File: src/verilog/pcs_fix_note.sv
// Intentionally empty compilation unit
`default_nettype none
`default_nettype wire

File: src/verilog/pcs_pkg.sv
// Constants and types for the power-up and configuration mode sequencer
`default_nettype none
package pcs_pkg;
  // Clock and power-on reset timing
  localparam longint unsigned CLK_PERIOD_PS = 64'd5000;
  localparam longint unsigned PS_PER_MS     = 64'd1000000000;
  localparam longint unsigned POR_LONG_MS   = 64'd100;
  localparam longint unsigned POR_SHORT_MS  = 64'd12;
  localparam longint unsigned POR_LONG_CYC  =
    (POR_LONG_MS * PS_PER_MS + CLK_PERIOD_PS - 64'd1) / CLK_PERIOD_PS;
  localparam longint unsigned POR_SHORT_CYC =
    (POR_SHORT_MS * PS_PER_MS + CLK_PERIOD_PS - 64'd1) / CLK_PERIOD_PS;
  localparam int              POR_CNT_W     = 25;

  // Initialization phase lengths in cycles
  localparam int              INIT_CNT_W     = 4;
  localparam logic [3:0]      INIT_CLEAR_CYC = 4'h4;
  localparam logic [3:0]      INIT_IO_CYC    = 4'h4;

  // Register map, byte addresses
  localparam int              ADDR_W       = 12;
  localparam logic [11:0]     OFS_CTRL     = 12'h000;
  localparam logic [11:0]     OFS_LENGTH   = 12'h004;
  localparam logic [11:0]     OFS_DATA     = 12'h008;
  localparam logic [11:0]     OFS_STATUS   = 12'h00C;
  localparam logic [11:0]     OFS_CHECKSUM = 12'h010;

  // Field layout
  localparam int              SCHEME_W       = 3;
  localparam int              WORD_CNT_W     = 16;
  localparam logic [15:0]     LENGTH_RST     = 16'h0004;
  localparam int              STAT_STATE_LSB = 0;
  localparam int              STAT_CMD_BIT   = 5;
  localparam int              STAT_USER_BIT  = 6;
  localparam int              STAT_BUF_BIT   = 7;
  localparam int              STAT_POR_BIT   = 8;
  localparam int              STAT_LOAD_BIT  = 9;
  localparam int              STAT_SCH_LSB   = 10;
  localparam int              STAT_CNT_LSB   = 16;

  // Configuration schemes
  localparam logic [2:0] FAST_PASSIVE_PARALLEL_SCHEME  = 3'h0;
  localparam logic [2:0] ACTIVE_SERIAL_SCHEME          = 3'h1;
  localparam logic [2:0] PASSIVE_SERIAL_SCHEME         = 3'h2;
  localparam logic [2:0] PASSIVE_PARALLEL_ASYNC_SCHEME = 3'h3;
  localparam logic [2:0] BOUNDARY_SCAN_SCHEME          = 3'h4;

  // Sequencer states
  typedef enum logic [4:0] {
    ST_POR        = 5'h01,
    ST_CONFIG     = 5'h02,
    ST_INIT_CLEAR = 5'h04,
    ST_INIT_IO    = 5'h08,
    ST_USER       = 5'h10
  } pcs_state_t;

  // Pin synchroniser lanes
  localparam int         PIN_W       = 5;
  localparam int         PIN_POR     = 0;
  localparam int         PIN_PULL    = 1;
  localparam int         PIN_BUF     = 2;
  localparam int         PIN_RECFG_N = 3;
  localparam int         PIN_PLL     = 4;
  localparam logic [4:0] PIN_RST     = 5'h08;
endpackage
`default_nettype wire

File: src/verilog/pcs_sync.sv
// Two-flop synchroniser, one lane per bit
`timescale 1ns/1ps
`default_nettype none
module pcs_sync #(
  parameter int               W       = 1,
  parameter logic [W-1:0]     RST_VAL = '0
) (
  input  wire logic           clk,
  input  wire logic           rst_n,
  input  wire logic [W-1:0]   d,
  output logic      [W-1:0]   q
);
  logic [W-1:0] meta_r;
  logic [W-1:0] sync_r;

  genvar i;
  generate
    for (i = 0; i < W; i++)
    begin : g_lane
      always_ff @(posedge clk or negedge rst_n)
      begin
        if (!rst_n)
        begin
          meta_r[i] <= RST_VAL[i];
          sync_r[i] <= RST_VAL[i];
        end
        else
        begin
          meta_r[i] <= d[i];
          sync_r[i] <= meta_r[i];
        end
      end
    end
  endgenerate

  assign q = sync_r;
endmodule // pcs_sync
`default_nettype wire

File: src/verilog/pcs_sequencer.sv
// Power-up and configuration mode sequencer with APB register access
//
// Register access over APB and the address map are this design's own decisions.
`timescale 1ns/1ps
`default_nettype none
module pcs_sequencer #(
  parameter int unsigned POR_LONG_CYCLES  = int'(pcs_pkg::POR_LONG_CYC),
  parameter int unsigned POR_SHORT_CYCLES = int'(pcs_pkg::POR_SHORT_CYC)
) (
  input  wire logic                       pclk,
  input  wire logic                       presetn,
  input  wire logic [pcs_pkg::ADDR_W-1:0] paddr,
  input  wire logic                       psel,
  input  wire logic                       penable,
  input  wire logic                       pwrite,
  input  wire logic [31:0]                pwdata,
  output logic      [31:0]                prdata,
  output logic                            pready,
  output logic                            pslverr,
  input  wire logic                       por_delay_select,
  input  wire logic                       config_weak_pull_select,
  input  wire logic                       input_buffer_select,
  input  wire logic                       reconfig_request_pin_n,
  input  wire logic                       pll_enable_input,
  output logic                            io_output_enable,
  output logic                            weak_pullup_enable,
  output logic                            low_voltage_buffer_select,
  output logic                            high_voltage_buffer_select,
  output logic                            pll_enable_lv_path,
  output logic                            pll_enable_hv_path,
  output logic                            command_mode,
  output logic                            user_mode,
  output logic                            user_reset_n
);

  // Synchronised pins
  logic [pcs_pkg::PIN_W-1:0]      pins_raw;
  logic [pcs_pkg::PIN_W-1:0]      pins_s;
  logic                           por_sel_s;
  logic                           pull_sel_s;
  logic                           buf_sel_s;
  logic                           recfg_n_s;
  logic                           pll_en_s;

  // Sequencer state
  pcs_pkg::pcs_state_t            state_r;
  pcs_pkg::pcs_state_t            state_nxt;
  logic [pcs_pkg::POR_CNT_W-1:0]  por_cnt_r;
  logic [pcs_pkg::POR_CNT_W-1:0]  por_limit;
  logic                           por_done;
  logic [pcs_pkg::INIT_CNT_W-1:0] init_cnt_r;
  logic                           init_done;

  // Configuration load state
  logic [pcs_pkg::SCHEME_W-1:0]   scheme_r;
  logic [pcs_pkg::WORD_CNT_W-1:0] length_r;
  logic [pcs_pkg::WORD_CNT_W-1:0] word_cnt_r;
  logic [pcs_pkg::WORD_CNT_W-1:0] word_cnt_inc;
  logic [31:0]                    checksum_r;
  logic                           loaded_r;
  logic                           buf_sel_r;
  logic                           cfg_last;

  // Bus decode
  logic                           setup_ph;
  logic                           access_ph;
  logic                           wr_en;
  logic                           hit_ctrl;
  logic                           hit_length;
  logic                           hit_data;
  logic                           hit_status;
  logic                           hit_checksum;
  logic                           hit_any;
  logic                           data_wr;
  logic                           scheme_ok;
  logic [31:0]                    rd_mux;
  logic [31:0]                    status_word;
  logic [31:0]                    prdata_r;

  // Registered outputs
  logic                           io_oe_r;
  logic                           weak_pull_r;
  logic                           lv_sel_r;
  logic                           hv_sel_r;
  logic                           pll_lv_r;
  logic                           pll_hv_r;
  logic                           cmd_mode_r;
  logic                           user_mode_r;
  logic                           user_rst_n_r;

  assign pins_raw[pcs_pkg::PIN_POR]     = por_delay_select;
  assign pins_raw[pcs_pkg::PIN_PULL]    = config_weak_pull_select;
  assign pins_raw[pcs_pkg::PIN_BUF]     = input_buffer_select;
  assign pins_raw[pcs_pkg::PIN_RECFG_N] = reconfig_request_pin_n;
  assign pins_raw[pcs_pkg::PIN_PLL]     = pll_enable_input;

  pcs_sync #(
    .W       (pcs_pkg::PIN_W),
    .RST_VAL (pcs_pkg::PIN_RST)
  ) u_pin_sync (
    .clk   (pclk),
    .rst_n (presetn),
    .d     (pins_raw),
    .q     (pins_s)
  );

  assign por_sel_s  = pins_s[pcs_pkg::PIN_POR];
  assign pull_sel_s = pins_s[pcs_pkg::PIN_PULL];
  assign buf_sel_s  = pins_s[pcs_pkg::PIN_BUF];
  assign recfg_n_s  = pins_s[pcs_pkg::PIN_RECFG_N];
  assign pll_en_s   = pins_s[pcs_pkg::PIN_PLL];

  // APB decode
  assign setup_ph     = psel && !penable;
  assign access_ph    = psel && penable;
  assign wr_en        = access_ph && pwrite;
  assign hit_ctrl     = (paddr == pcs_pkg::OFS_CTRL);
  assign hit_length   = (paddr == pcs_pkg::OFS_LENGTH);
  assign hit_data     = (paddr == pcs_pkg::OFS_DATA);
  assign hit_status   = (paddr == pcs_pkg::OFS_STATUS);
  assign hit_checksum = (paddr == pcs_pkg::OFS_CHECKSUM);
  assign hit_any      = hit_ctrl || hit_length || hit_data || hit_status || hit_checksum;
  assign pready       = 1'b1;
  assign pslverr      = access_ph && !hit_any;
  assign prdata       = prdata_r;

  // Config words only count while configuring and not held in reconfiguration
  assign data_wr      = wr_en && hit_data && (state_r == pcs_pkg::ST_CONFIG) && recfg_n_s;
  assign word_cnt_inc = word_cnt_r + {{(pcs_pkg::WORD_CNT_W-1){1'b0}}, 1'b1};
  assign cfg_last     = data_wr && (length_r != '0) && (word_cnt_inc == length_r);

  // Power-on delay chosen by the delay select pin
  assign por_limit = por_sel_s ? pcs_pkg::POR_CNT_W'(POR_SHORT_CYCLES - 1)
                               : pcs_pkg::POR_CNT_W'(POR_LONG_CYCLES - 1);
  assign por_done  = (state_r == pcs_pkg::ST_POR) && (por_cnt_r >= por_limit);

  assign init_done = ((state_r == pcs_pkg::ST_INIT_CLEAR) &&
                      (init_cnt_r == pcs_pkg::INIT_CLEAR_CYC - 4'h1)) ||
                     ((state_r == pcs_pkg::ST_INIT_IO) &&
                      (init_cnt_r == pcs_pkg::INIT_IO_CYC - 4'h1));

  // Mode sequencer
  always_comb
  begin
    state_nxt = state_r;
    case (state_r)
      pcs_pkg::ST_POR:
      begin
        if (por_done)
        begin
          state_nxt = pcs_pkg::ST_CONFIG;
        end
      end
      pcs_pkg::ST_CONFIG:
      begin
        if (cfg_last)
        begin
          state_nxt = pcs_pkg::ST_INIT_CLEAR;
        end
      end
      pcs_pkg::ST_INIT_CLEAR:
      begin
        if (!recfg_n_s)
        begin
          state_nxt = pcs_pkg::ST_CONFIG;
        end
        else if (init_done)
        begin
          state_nxt = pcs_pkg::ST_INIT_IO;
        end
      end
      pcs_pkg::ST_INIT_IO:
      begin
        if (!recfg_n_s)
        begin
          state_nxt = pcs_pkg::ST_CONFIG;
        end
        else if (init_done)
        begin
          state_nxt = pcs_pkg::ST_USER;
        end
      end
      pcs_pkg::ST_USER:
      begin
        if (!recfg_n_s)
        begin
          state_nxt = pcs_pkg::ST_CONFIG;
        end
      end
      default:
      begin
        state_nxt = pcs_pkg::ST_POR;
      end
    endcase
  end

  always_ff @(posedge pclk or negedge presetn)
  begin
    if (!presetn)
    begin
      state_r <= pcs_pkg::ST_POR;
    end
    else
    begin
      state_r <= state_nxt;
    end
  end

  // Power-on delay counter
  always_ff @(posedge pclk or negedge presetn)
  begin
    if (!presetn)
    begin
      por_cnt_r <= '0;
    end
    else if (state_r == pcs_pkg::ST_POR)
    begin
      por_cnt_r <= por_cnt_r + {{(pcs_pkg::POR_CNT_W-1){1'b0}}, 1'b1};
    end
  end

  // Initialization phase counter
  always_ff @(posedge pclk or negedge presetn)
  begin
    if (!presetn)
    begin
      init_cnt_r <= '0;
    end
    else if (state_nxt != state_r)
    begin
      init_cnt_r <= '0;
    end
    else if ((state_r == pcs_pkg::ST_INIT_CLEAR) || (state_r == pcs_pkg::ST_INIT_IO))
    begin
      init_cnt_r <= init_cnt_r + {{(pcs_pkg::INIT_CNT_W-1){1'b0}}, 1'b1};
    end
  end

  // Buffer select caught once, as power-on delay ends
  always_ff @(posedge pclk or negedge presetn)
  begin
    if (!presetn)
    begin
      buf_sel_r <= 1'b0;
    end
    else if (por_done)
    begin
      buf_sel_r <= buf_sel_s;
    end
  end

  // Configuration word loading
  always_ff @(posedge pclk or negedge presetn)
  begin
    if (!presetn)
    begin
      word_cnt_r <= '0;
      checksum_r <= '0;
      loaded_r   <= 1'b0;
    end
    else if ((state_nxt == pcs_pkg::ST_CONFIG) &&
             ((state_r != pcs_pkg::ST_CONFIG) || !recfg_n_s))
    begin
      word_cnt_r <= '0;
      checksum_r <= '0;
      loaded_r   <= 1'b0;
    end
    else if (data_wr)
    begin
      word_cnt_r <= word_cnt_inc;
      checksum_r <= checksum_r ^ pwdata;
      loaded_r   <= cfg_last;
    end
  end

  // Control registers
  assign scheme_ok = (pwdata[pcs_pkg::SCHEME_W-1:0] <= pcs_pkg::BOUNDARY_SCAN_SCHEME);

  always_ff @(posedge pclk or negedge presetn)
  begin
    if (!presetn)
    begin
      scheme_r <= pcs_pkg::FAST_PASSIVE_PARALLEL_SCHEME;
      length_r <= pcs_pkg::LENGTH_RST;
    end
    else if (wr_en && (state_r != pcs_pkg::ST_USER))
    begin
      if (hit_ctrl && scheme_ok)
      begin
        scheme_r <= pwdata[pcs_pkg::SCHEME_W-1:0];
      end
      else if (hit_length && (state_r != pcs_pkg::ST_CONFIG))
      begin
        length_r <= pwdata[pcs_pkg::WORD_CNT_W-1:0];
      end
    end
  end

  // Read path, registered in the setup phase
  always_comb
  begin
    status_word = '0;
    status_word[pcs_pkg::STAT_STATE_LSB +: 5]           = state_r;
    status_word[pcs_pkg::STAT_CMD_BIT]                  = cmd_mode_r;
    status_word[pcs_pkg::STAT_USER_BIT]                 = user_mode_r;
    status_word[pcs_pkg::STAT_BUF_BIT]                  = buf_sel_r;
    status_word[pcs_pkg::STAT_POR_BIT]                  = por_sel_s;
    status_word[pcs_pkg::STAT_LOAD_BIT]                 = loaded_r;
    status_word[pcs_pkg::STAT_SCH_LSB +: pcs_pkg::SCHEME_W] = scheme_r;
    status_word[pcs_pkg::STAT_CNT_LSB +: pcs_pkg::WORD_CNT_W] = word_cnt_r;
  end

  always_comb
  begin
    rd_mux = '0;
    if (hit_ctrl)
    begin
      rd_mux[pcs_pkg::SCHEME_W-1:0] = scheme_r;
    end
    else if (hit_length)
    begin
      rd_mux[pcs_pkg::WORD_CNT_W-1:0] = length_r;
    end
    else if (hit_status)
    begin
      rd_mux = status_word;
    end
    else if (hit_checksum)
    begin
      rd_mux = checksum_r;
    end
  end

  always_ff @(posedge pclk or negedge presetn)
  begin
    if (!presetn)
    begin
      prdata_r <= '0;
    end
    else if (setup_ph)
    begin
      prdata_r <= pwrite ? 32'h0000_0000 : rd_mux;
    end
  end

  // Pin-facing outputs follow the next state
  always_ff @(posedge pclk or negedge presetn)
  begin
    if (!presetn)
    begin
      io_oe_r      <= 1'b0;
      weak_pull_r  <= 1'b0;
      cmd_mode_r   <= 1'b1;
      user_mode_r  <= 1'b0;
      user_rst_n_r <= 1'b0;
    end
    else
    begin
      io_oe_r      <= (state_nxt == pcs_pkg::ST_INIT_IO) ||
                      (state_nxt == pcs_pkg::ST_USER);
      weak_pull_r  <= ((state_nxt == pcs_pkg::ST_POR) ||
                       (state_nxt == pcs_pkg::ST_CONFIG)) && !pull_sel_s;
      cmd_mode_r   <= (state_nxt != pcs_pkg::ST_USER);
      user_mode_r  <= (state_nxt == pcs_pkg::ST_USER);
      user_rst_n_r <= (state_nxt == pcs_pkg::ST_USER);
    end
  end

  // Buffer routing from the latched select
  always_ff @(posedge pclk or negedge presetn)
  begin
    if (!presetn)
    begin
      lv_sel_r <= 1'b0;
      hv_sel_r <= 1'b1;
      pll_lv_r <= 1'b0;
      pll_hv_r <= 1'b0;
    end
    else
    begin
      lv_sel_r <= buf_sel_r;
      hv_sel_r <= !buf_sel_r;
      pll_lv_r <= pll_en_s && buf_sel_r;
      pll_hv_r <= pll_en_s && !buf_sel_r;
    end
  end

  assign io_output_enable           = io_oe_r;
  assign weak_pullup_enable         = weak_pull_r;
  assign low_voltage_buffer_select  = lv_sel_r;
  assign high_voltage_buffer_select = hv_sel_r;
  assign pll_enable_lv_path         = pll_lv_r;
  assign pll_enable_hv_path         = pll_hv_r;
  assign command_mode               = cmd_mode_r;
  assign user_mode                  = user_mode_r;
  assign user_reset_n               = user_rst_n_r;

endmodule // pcs_sequencer
`default_nettype wire

File: config.mk
export PLATFORM = sky130hd
export DESIGN_NAME = pcs_sequencer
export DESIGN_NICKNAME = d
export VERILOG_FILES = /design/src/verilog/pcs_fix_note.sv /design/src/verilog/pcs_pkg.sv /design/src/verilog/pcs_sync.sv /design/src/verilog/pcs_sequencer.sv
export SDC_FILE = /design/constraint.sdc
export NUM_CORES = 1
export LEC_CHECK = 0
export ABC_AREA = 1
export ABC_CLOCK_PERIOD_IN_PS = 2650
export BUFFER_PORTS_ARGS = -buffer_cell sky130_fd_sc_hd__buf_2
export CORE_ASPECT_RATIO = 1.75
export CORE_MARGIN = 10
export CORE_UTILIZATION = 50
export DETAILED_ROUTE_END_ITERATION = 8
export PLACE_DENSITY = 0.7
export SETUP_SLACK_MARGIN = 0.15
export SLEW_MARGIN = 20
export SYNTH_ARGS = -nofsm -noshare
export SYNTH_HDL_FRONTEND = slang
export SYNTH_SLANG_ARGS = --single-unit
File: constraint.sdc
create_clock -name pclk -period 2.65 [get_ports pclk]
set_input_delay 0.1325 -clock pclk [delete_from_list [all_inputs] [get_ports pclk]]
set_output_delay 0.1325 -clock pclk [all_outputs]
set_load 0.02 [all_outputs]
# == Yosys cells after proc, flatten, opt, wreduce, memory -nomap -nowiden ==
# Index checks and enable logic that the tools add are counted.
# totals
out_inout_bits,43
elab_cells,117
mem_bits_ro,0
regBits,153
latch_bits,0
input_bits,54
mem_bits_rw,0
n_memories,0
# classes
bitwise,2
add_sub_neg,3
div,0
n_eq_ne,19
magnitude_cmp,2
shifts,0
mux,24
mul,0
reduce_logical,39
# op_table
operator,n
$mux 32,5
$mux 16,4
$mux 5,7
$xor 32x32->32,1
$mux 29,1
$add 25x1->25 const B,1
$ge 25x25->1,1
$mux 25,1
$pmux 5 s5,1
$eq 12x4->1 const B,2
$logic_and 1x1->1,19
$add 16x1->16 const B,1
$eq 16x16->1,1
$reduce_bool 16->1,1
$eq 12x3->1 const B,1
$eq 12x5->1 const B,1
$logic_not 12->1,1
$eq 5x1->1 const B,2
$eq 5x2->1 const B,2
$eq 5x4->1 const B,2
$eq 5x5->1 const B,2
$ne 5x5->1 const B,2
$logic_or 1x1->1,9
$mux 4,2
other kinds (13),19

# == Longest topological paths before layout ==
# Gate-level depths: netlist (run 1).
# logic_depth
depth_word,12
ltp_mapped,18
ltp_nobuf,17

# == Hierarchy ==
# From an unflattened synthesis (run 1), not the netlist that was laid out.
# unflattened
hier_cells,957
hier_area_um2,8180.3
# by_module_without_submodules
mod,area_per_inst_um2,instances,seq_area_each_um2,cells_per_inst
pcs_sequencer,7927.6,1,3583.4,947
pcs_sync,252.7,1,252.7,10

# == Worst setup path after synthesis (run 1) ==
# OpenSTA, ideal clock, no wires.
# synth_path
path_kind,register to register
from,register word_cnt_r[0] in the netlist's numbering
to,register loaded_r
slack_ns,0.648
stages_incl_launch_ff,15
required_ns,2.576
period_less_slack_ns,2.002
setup_ns,0.074
n_path_buf,1
t_arrival_ns,1.928
path_cell_list,dfrtp_1 > ha_1 > or2_2 > nand3b_1 > nand3_1 > nor2_1 > nand2_1 > nor2_1 > nand2_1 > nor2_1 > nand3_2 > nand2_2 > nand2_4 > buf_6 > a21oi_2
# synth_via
elab_chain_len,8
word_cells_on_any_way,10
classes_between,1 x add/sub; 2 x eq/ne; 4 x mux; 3 x reduce/logical
# synth_rtl
element,line,text
from (decl),pcs_sequencer.sv:57,logic [pcs_pkg::WORD_CNT_W-1:0] word_cnt_r;
from (signal assigned),pcs_sequencer.sv:270,word_cnt_r <= word_cnt_inc;
$add 16x1->16 (*),pcs_sequencer.sv:129,"assign word_cnt_inc = word_cnt_r + {{(pcs_pkg::WORD_CNT_W-1){1'b0}}, 1'b1};"
$eq 16x16->1 (*),pcs_sequencer.sv:130,assign cfg_last = data_wr && (length_r != '0) && (word_cnt_inc == length_r);
$logic_and 1x1->1 (*),pcs_sequencer.sv:130,
$mux 5,pcs_sequencer.sv:156,if (cfg_last)
$pmux 5 s5,pcs_sequencer.sv:146,case (state_r)
$eq 5x2->1,pcs_sequencer.sv:261,else if ((state_nxt == pcs_pkg::ST_CONFIG) &&
$logic_and 1x1->1,pcs_sequencer.sv:261,
$mux 1 / $reduce_bool 2->1 (equally long branches),--,
to (signal assigned),pcs_sequencer.sv:272,loaded_r <= cfg_last;
to (decl),pcs_sequencer.sv:60,logic loaded_r;
# Mark *: on every way between the ends. The rest lies on a longest branch, timed or not. The select of a mux whose other input is x is not followed.
# A chain may end at the register's enable or synchronous reset.

# == Final worst setup path (run 1) ==
# layout_path
from,register word_cnt_r[0] in the netlist's numbering
to,register word_cnt_r[2] in the netlist's numbering
# layout_via
elab_chain_len,8
word_cells_on_any_way,10
classes_between,1 x add/sub; 2 x eq/ne; 4 x mux; 3 x reduce/logical
# layout_rtl
element,line
$add 16x1->16 (*),pcs_sequencer.sv:129
$eq 16x16->1,pcs_sequencer.sv:130
$logic_and 1x1->1,pcs_sequencer.sv:130
$mux 5,pcs_sequencer.sv:156
$pmux 5 s5,pcs_sequencer.sv:146
$eq 5x2->1,pcs_sequencer.sv:261
$logic_and 1x1->1,pcs_sequencer.sv:261
$mux 16 / $reduce_bool 2->1 (equally long branches),--
# Marked as above.

==> results of run 1 <==
## cell usage after synthesis (11+ instances only)
library cell	count	area share [%]
a21oi_1	51	3.1
a21oi_2	11	1.2
a32o_1	26	3.2
clkbuf_1	19	0.87
dfrtp_1	147	45
ha_1	11	1.7
inv_1	98	4.5
mux2_2	14	1.9
nand2_1	214	9.8
nand3_1	47	2.9
nand4_1	23	1.8
nor2_1	62	2.8
o21ai_0	52	3.2
xor2_1	54	5.8
## worst max-delay path: cells and delay by family (launching register included)
| kind | cells | cell delay, ns |
|---|---|---|
| compound gates | 1 | 0.15 |
| buf+inv | 3 | 0.43 |
| flops | 1 | 0.41 |
| simple gates | 10 | 1.29 |
## through the flow
stage          area (um^2)  power (uW)  hold slack (ns)
2_1_floorplan         8180        2440           -0.163
3_3_place_gp          8940        2560            0.128
3_5_place_dp          8940        2560            0.130
4_1_cts               9690        4910           0.0184
5_1_grt               9760        5020           0.0491
6_report              9760        4870           0.0222
## power breakdown
group / switching [uW] / total, uW / internal (uW)
clock network: 1000 / 2320 / 1320
registers: 6.13 / 2350 / 2350
logic: 117 / 188 / 71.0
total: 1130 / 4870 / 3740
## metal layers
metal	wire length, um	GRT usage (%)	vias to the layer above
li1	-	-	3354
met1	8660	22.9	3382
met2	12600	39.0	227
met3	1010	3.96	75
met4	1370	13.9	0
met5	0	0	-
## timing repair
| action | in CTS | in global routing |
|---|---|---|
| endpoints found under the hold margin | 66 | 0 |
| buffers inserted | 0 | 5 |
| endpoints found under the setup margin | 0 | 52 |
| gates resized for setup | 0 | 8 |
| hold buffers | 19 | 0 |
## cell type report
class	count	area share, %
sequential	153	39.3
multi-input combinational	648	39.0
timing repair buffer	139	9.62
clock buffer	19	4.54
inverter	100	3.85
tap	189	2.42
clock inverter	13	1.23
## path summary, 6_finish.rpt
path | start | end | slack (ns) | cells past startpoint
min reg2reg | u_pin_sync.meta_r[2] | u_pin_sync.q[2] | 0.35 | 0
max | word_cnt_r[0] | word_cnt_r[2] | 0.28 | 14
min in group asynchronous | presetn | io_output_enable | 0.24 | 2
max in group asynchronous | presetn | length_r[2] | 1.66 | 3
max reg2reg | word_cnt_r[0] | word_cnt_r[2] | 0.28 | 14
min | pwdata[0] | scheme_r[0] | 0.02 | 3
## cells by family after synthesis
family,after synthesis,share of synthesized area [%]
buf+inv,134,6.96
fa+ha+maj,11,1.68
compound gates,165,13.0
other cells,1,0.0459
flops,153,46.9
mux,16,2.17
xor+xnor,65,7.30
simple gates,390,21.9
## state kept, by name, indices dropped and copies added, names as in the netlist, 3 cells and up
name / count
checksum_r: 32
init_cnt_r: 4
length_r: 16
por_cnt_r: 25
prdata: 32
scheme_r: 3
state_r: 5
u_pin_sync.meta_r: 5
u_pin_sync.q: 5
word_cnt_r: 16
## cell usage in the layout (no fill, tap or decap), types with 3 or more instances in the layout
| cell type | instances |
|---|---|
| nand3_2 | 3 |
| clkinvlp_4 | 3 |
| nand2_2 | 7 |
| dfrtp_1 | 147 |
| o221ai_1 | 9 |
| buf_2 | 94 |
| nor2_2 | 9 |
| buf_12 | 6 |
| nand3b_1 | 3 |
| nand3_1 | 46 |
| a31oi_1 | 6 |
| o21ai_0 | 52 |
| nor3_1 | 6 |
| inv_1 | 96 |
| dfstp_2 | 6 |
| nand4_4 | 3 |
| a21oi_2 | 11 |
| buf_4 | 18 |
| inv_6 | 3 |
| nand2_1 | 213 |
| xor2_1 | 54 |
| a21oi_1 | 51 |
| nor2_4 | 7 |
| a32o_1 | 26 |
| ha_1 | 10 |
| nand4_1 | 23 |
| clkinv_2 | 3 |
| clkbuf_16 | 17 |
| xnor2_1 | 9 |
| nor2_1 | 60 |
| mux2_2 | 14 |
| clkinv_4 | 3 |
| dlygate4sd3_1 | 19 |
==> results.py, run 1 <==
metrics = {
    "final_layout": {
        "antenna_cells": 0,
        "multiInputGateArea_um2": 3810,
        "register_area_um2": 3840,
        "post-route-util_pct": 61.2,
        "fin_nets": 1124,
        "synthToLayoutAreaGrowth_pct": 19.3,
        "fill_cells": 1393,
        "drive_above_1_share_pct": 20.7,
        "final_cells": 1261,
    },
    "critical_path": {
        "worst-setup-path-type": "reg2reg",
        "critPathArrivalTime_ns": 2.72,
        "slowest_delay_ns": 0.41,
        "path_max_fanout": 19,
        "crit_path_end_kind": "flop",
        "critPathRequiredTime_ns": 3.00,
        "crit_chain": "buf_4, inv_1, nor2_4, nand4_1, nand2_1, nor2_1, nor2_1, nand2_1, nor2_2, nand3_2, nand2_2, nand2_4, buf_12, a21oi_1",
        "crit_slowest_cell": "dfrtp_1",
        "start_kind": "flop",
    },
    "grt": {
        "grt.total_usage_pct": 21.9,
        "antenna_found_initial": 0,
        "grt-ovfl-total": 0,
        "grt_pass1_wl_um": 37600,
        "grt_pass1_vias": 7273,
        "grt_max_degree": 57,
    },
    "route": {
        "viasPerCell": 5.58,
        "num_vias": 7038,
        "drtPass1Iterations": 7,
        "first_iter_violations": 482,
        "antenna_left": 0,
        "routedWlPerCell_um": 18.7,
        "drc_errors": 0,
        "wirelength_um": 23600,
    },
    "place": {
        "numPortBuffers": 95,
        "gp_congestion": 0.985,
        "hpwl_um": 17900,
        "placedCellCount": 1205,
        "dpl_worst_slack_ns": 0.243,
    },
    "pwr": {
        "p_leak_uw": 0.00480,
        "power.density_nw_per_um2": 499,
        "ir_drop_mv": 0.374,
    },
    "logic_synthesis": {
        "syn-num-nets": 1000,
        "synth-edff-count": 0,
        "syn_area_um2": 8180,
        "syn_area_per_cell_um2": 8.75,
        "synth_ff_type": "dfrtp_1",
        "synth_seq_cells": 153,
        "ys_async_sr_fraction_pct": 100,
        "ys.warnings.count": 0,
        "ys_types": 49,
        "ys_seq_area_share_pct": 46.9,
        "netlist_instances": 935,
    },
    "floorplan": {
        "start_util_pct": 51.3,
        "die_h_um": 189,
        "chipWidth_um": 117,
        "boundaryPins": 97,
        "rows": 61,
        "die_area_um2": 22100,
        "coreArea_um2": 16000,
    },
    "clock_tree": {
        "clk_pin_slew_ns": 0.07,
        "clk_path_buf_depth": 2,
        "insertion_delay_ns": 0.43,
        "cts_buffers": 17,
        "htree_num_levels": 4,
        "cts_root_buf": "clkbuf_16",
        "cts_tree": "done",
        "cts_sinks": 153,
    },
    "sta": {
        "maxSlewViolCount": 0,
        "hold_violations": 0,
        "setup-violations-final": 0,
        "rsz0062_at_grt": "false",
        "slew_headroom_pct": 24.0,
        "finalClockSkew_ns": 0.0103,
        "layout_setup_ws_ns": 0.283,
        "tightest_slew_ns": 1.13,
        "period_share_pct": 89.3,
        "post-route-min-period_ns": 2.37,
        "max_clock_freq_mhz": 423,
        "fin_tns_setup_ns": 0,
    },
    "run": {
        "cap_violations": 0,
    },
    "worst_hold_path": {
        "hold_path_class": "in2reg",
    },
    "status": {
        "status": "completed",
    },
}
Note: power is estimated with default switching activity, not from simulation.
==> run 2, diff against run 1 <==
--- a/config.mk
+++ b/config.mk
@@ -5,7 +5,6 @@
 export SDC_FILE = /design/constraint.sdc
 export NUM_CORES = 1
 export LEC_CHECK = 0
-export ABC_AREA = 1
 export ABC_CLOCK_PERIOD_IN_PS = 2650
 export BUFFER_PORTS_ARGS = -buffer_cell sky130_fd_sc_hd__buf_2
 export CORE_ASPECT_RATIO = 1.75
==> run 2 against run 1 <==
Area after synthesis shrank 6.9%; final cell count shrank 17%; maximum frequency shrank 3.2%; routed wire length shrank 17%; worst hold slack lost 0.0029 ns.
==> results.py, run 2 <==
metrics = {
    "sta": {
        "setup-violations-final": 0,
        "fin_tns_setup_ns": 0,
        "post-route-min-period_ns": 2.44,
        "rsz0062_at_grt": "false",
        "max_clock_freq_mhz": 409,
        "tightest_slew_ns": 0.616,
        "period_share_pct": 92.2,
        "finalClockSkew_ns": 0.0192,
        "hold_violations": 0,
        "slew_headroom_pct": 58.9,
        "holdWs_ns": 0.0193,
        "maxSlewViolCount": 0,
    },
    "final_layout": {
        "register_area_um2": 3840,
        "multiInputGateArea_um2": 3550,
        "synthToLayoutAreaGrowth_pct": 20.7,
        "final_common_cell": "dfrtp_1",
        "fill_cells": 1233,
        "final_cell_mix": "dfrtp_1, nand2_1, buf_2",
        "post-route-util_pct": 61.7,
        "drive_above_1_share_pct": 24.2,
        "antenna_cells": 0,
        "fin_nets": 922,
    },
    "logic_synthesis": {
        "synth-edff-count": 0,
        "netlist_instances": 736,
        "synth_seq_cells": 153,
        "syn_area_um2": 7620,
        "ys_types": 72,
        "syn_area_per_cell_um2": 10.3,
        "syn-num-nets": 801,
        "synth_area_leaders": "dfrtp_1, xor2_1, nand2_1, xnor2_1, nor2_1",
        "ys_async_sr_fraction_pct": 100,
        "yosys.area.top_type": "dfrtp_1",
        "ys_seq_area_share_pct": 50.4,
        "yosysMostFrequentCell": "dfrtp_1",
        "ys.warnings.count": 0,
        "yosysTopAreaCellShare_pct": 48.3,
        "synth_ff_type": "dfrtp_1",
        "netlist_top_cells_count": "dfrtp_1, nand2_1, nor2_1, xor2_1, o21ai_0",
    },
    "place": {
        "numPortBuffers": 95,
        "hpwl_um": 14100,
        "gp_congestion": 0.894,
    },
    "grt": {
        "grt_max_degree": 58,
        "grt_pass1_wl_um": 32000,
        "grt.total_usage_pct": 18.7,
        "grt-ovfl-total": 0,
        "antenna_found_initial": 0,
        "grt_pass1_vias": 6383,
    },
    "clock_tree": {
        "cts_root_buf": "clkbuf_16",
        "cts_tree": "done",
        "insertion_delay_ns": 0.42,
        "clk_pin_slew_ns": 0.06,
        "cts_buffers": 17,
        "clk_path_buf_depth": 2,
        "cts_sinks": 153,
        "htree_num_levels": 4,
    },
    "floorplan": {
        "rows": 59,
        "chipWidth_um": 113,
        "boundaryPins": 97,
        "die_area_um2": 20800,
        "start_util_pct": 51.1,
        "die_h_um": 183,
        "coreArea_um2": 14900,
    },
    "worst_hold_path": {
        "hold_start": "pwdata[1]",
        "hold_path_depth": 2,
        "hold_path_class": "in2reg",
        "min_to": "scheme_r[1]",
    },
    "critical_path": {
        "crit_path_end_kind": "flop",
        "path_max_fanout": 6,
        "regToRegStartpoint": "u_pin_sync.q[0]",
        "worstReg2RegEnd": "buf_sel_r",
        "start_kind": "flop",
        "critPathArrivalTime_ns": 2.74,
        "r2r_cells": 8,
        "worst-setup-path-type": "reg2reg",
        "rrSetupSlack_ns": 0.21,
        "critPathRequiredTime_ns": 2.95,
    },
    "route": {
        "first_iter_violations": 345,
        "antenna_left": 0,
        "routedWlPerCell_um": 18.5,
        "num_vias": 5959,
        "viasPerCell": 5.66,
        "drc_errors": 0,
        "wirelength_um": 19500,
        "drtPass1Iterations": 5,
    },
    "pwr": {
        "ir_drop_mv": 0.438,
        "combPwrFrac_pct": 3.3,
        "seqPwrFrac_pct": 46.7,
        "p_int_uw": 3950,
        "switching_share_pct": 21.6,
        "pwr-share-clk_pct": 50.1,
        "p_leak_uw": 0.00450,
        "power.density_nw_per_um2": 548,
        "p_switching_uw": 1090,
    },
    "status": {
        "status": "completed",
    },
    "run": {
        "cap_violations": 0,
    },
}
run 2: changes by cell type after synthesis, moves of 26 or more:
cell,change
nand2_1,-114
a21oi_1,-46
xnor2_1,+27
a32o_1,-26
inv_1,-87
nand3_1,-31
run 2: metal layers:
metal,up-vias,GRT usage (%),share of wire [%]
met4,0,8.15,2.7
met3,39,3.56,4.5
met2,174,34.0,54
li1,2796,-,-
met1,2950,20.4,39
met5,-,0,0
run 2: repair_timing:
action	in CTS	in global routing
pin swaps	0	2
hold buffers	18	0
endpoints found under the hold margin	63	0
setup buffers	0	5
endpoints found under the setup margin	50	57
resized for setup	2	4
run 2: power groups by stage:
stage               registers, uW  clock network (uW)  logic, uW
finish                       2350                2520        164
global route                 2350                2660        182
CTS                          2350                2560        166
detailed placement           2400                   0        144
global placement             2400                   0        140
floorplan                    2400                   0       27.5
run 2: layout make-up:
type	count	area share [%]
clock buffer	19	4.93
clock inverter	12	1.80
timing repair buffer	144	10.0
inverter	11	0.449
multi-input combinational	530	38.6
sequential	153	41.7
tap	183	2.49
run 2: worst max-delay path, stage by stage (launching register included):
cell	delay, ns
dfrtp_2	0.44
inv_2	0.08
ha_1	0.32
a41o_1	0.25
a221o_1	0.34
o21a_1	0.22
o21ai_4	0.20
buf_4	0.16
mux2_2	0.33
run 2: through the flow:
step	setup slack [ns]	total power [uW]	area [um^2]	instances
floorplan	0.283	2420	7620	736
global placement	0.176	2540	8340	998
detailed placement	0.0961	2540	8340	998
CTS	0.182	5080	9150	1047
global route	0.107	5190	9200	1052
finish	0.206	5040	9200	1052
run 2: how the worst max path moves through the flow:
stage                                from        endpoint  slack (ns)  depth (start not counted)
after CTS                   word_cnt_r[1]      state_r[1]        0.18                          8
after floorplan           u_pin_sync.q[0]   word_cnt_r[9]        0.28                         10
after global routing      u_pin_sync.q[0]       buf_sel_r        0.11                          8
final                     u_pin_sync.q[0]       buf_sel_r        0.21                          8
after detailed placement  u_pin_sync.q[0]  checksum_r[24]         0.1                          9
after global placement    u_pin_sync.q[0]        loaded_r        0.18                          9
run 2: cells by family after synthesis:
family / Yosys count / synth area share (%)
AO/OA/AOI/OAI: 91 / 8.30
XOR/XNOR: 96 / 11.0
AND/OR/NAND/NOR: 292 / 19.7
buffers and inverters: 53 / 3.29
multiplexers: 38 / 5.34
adder cells (fa/ha/maj): 12 / 1.94
other: 1 / 0.0492
flip-flops: 153 / 50.4
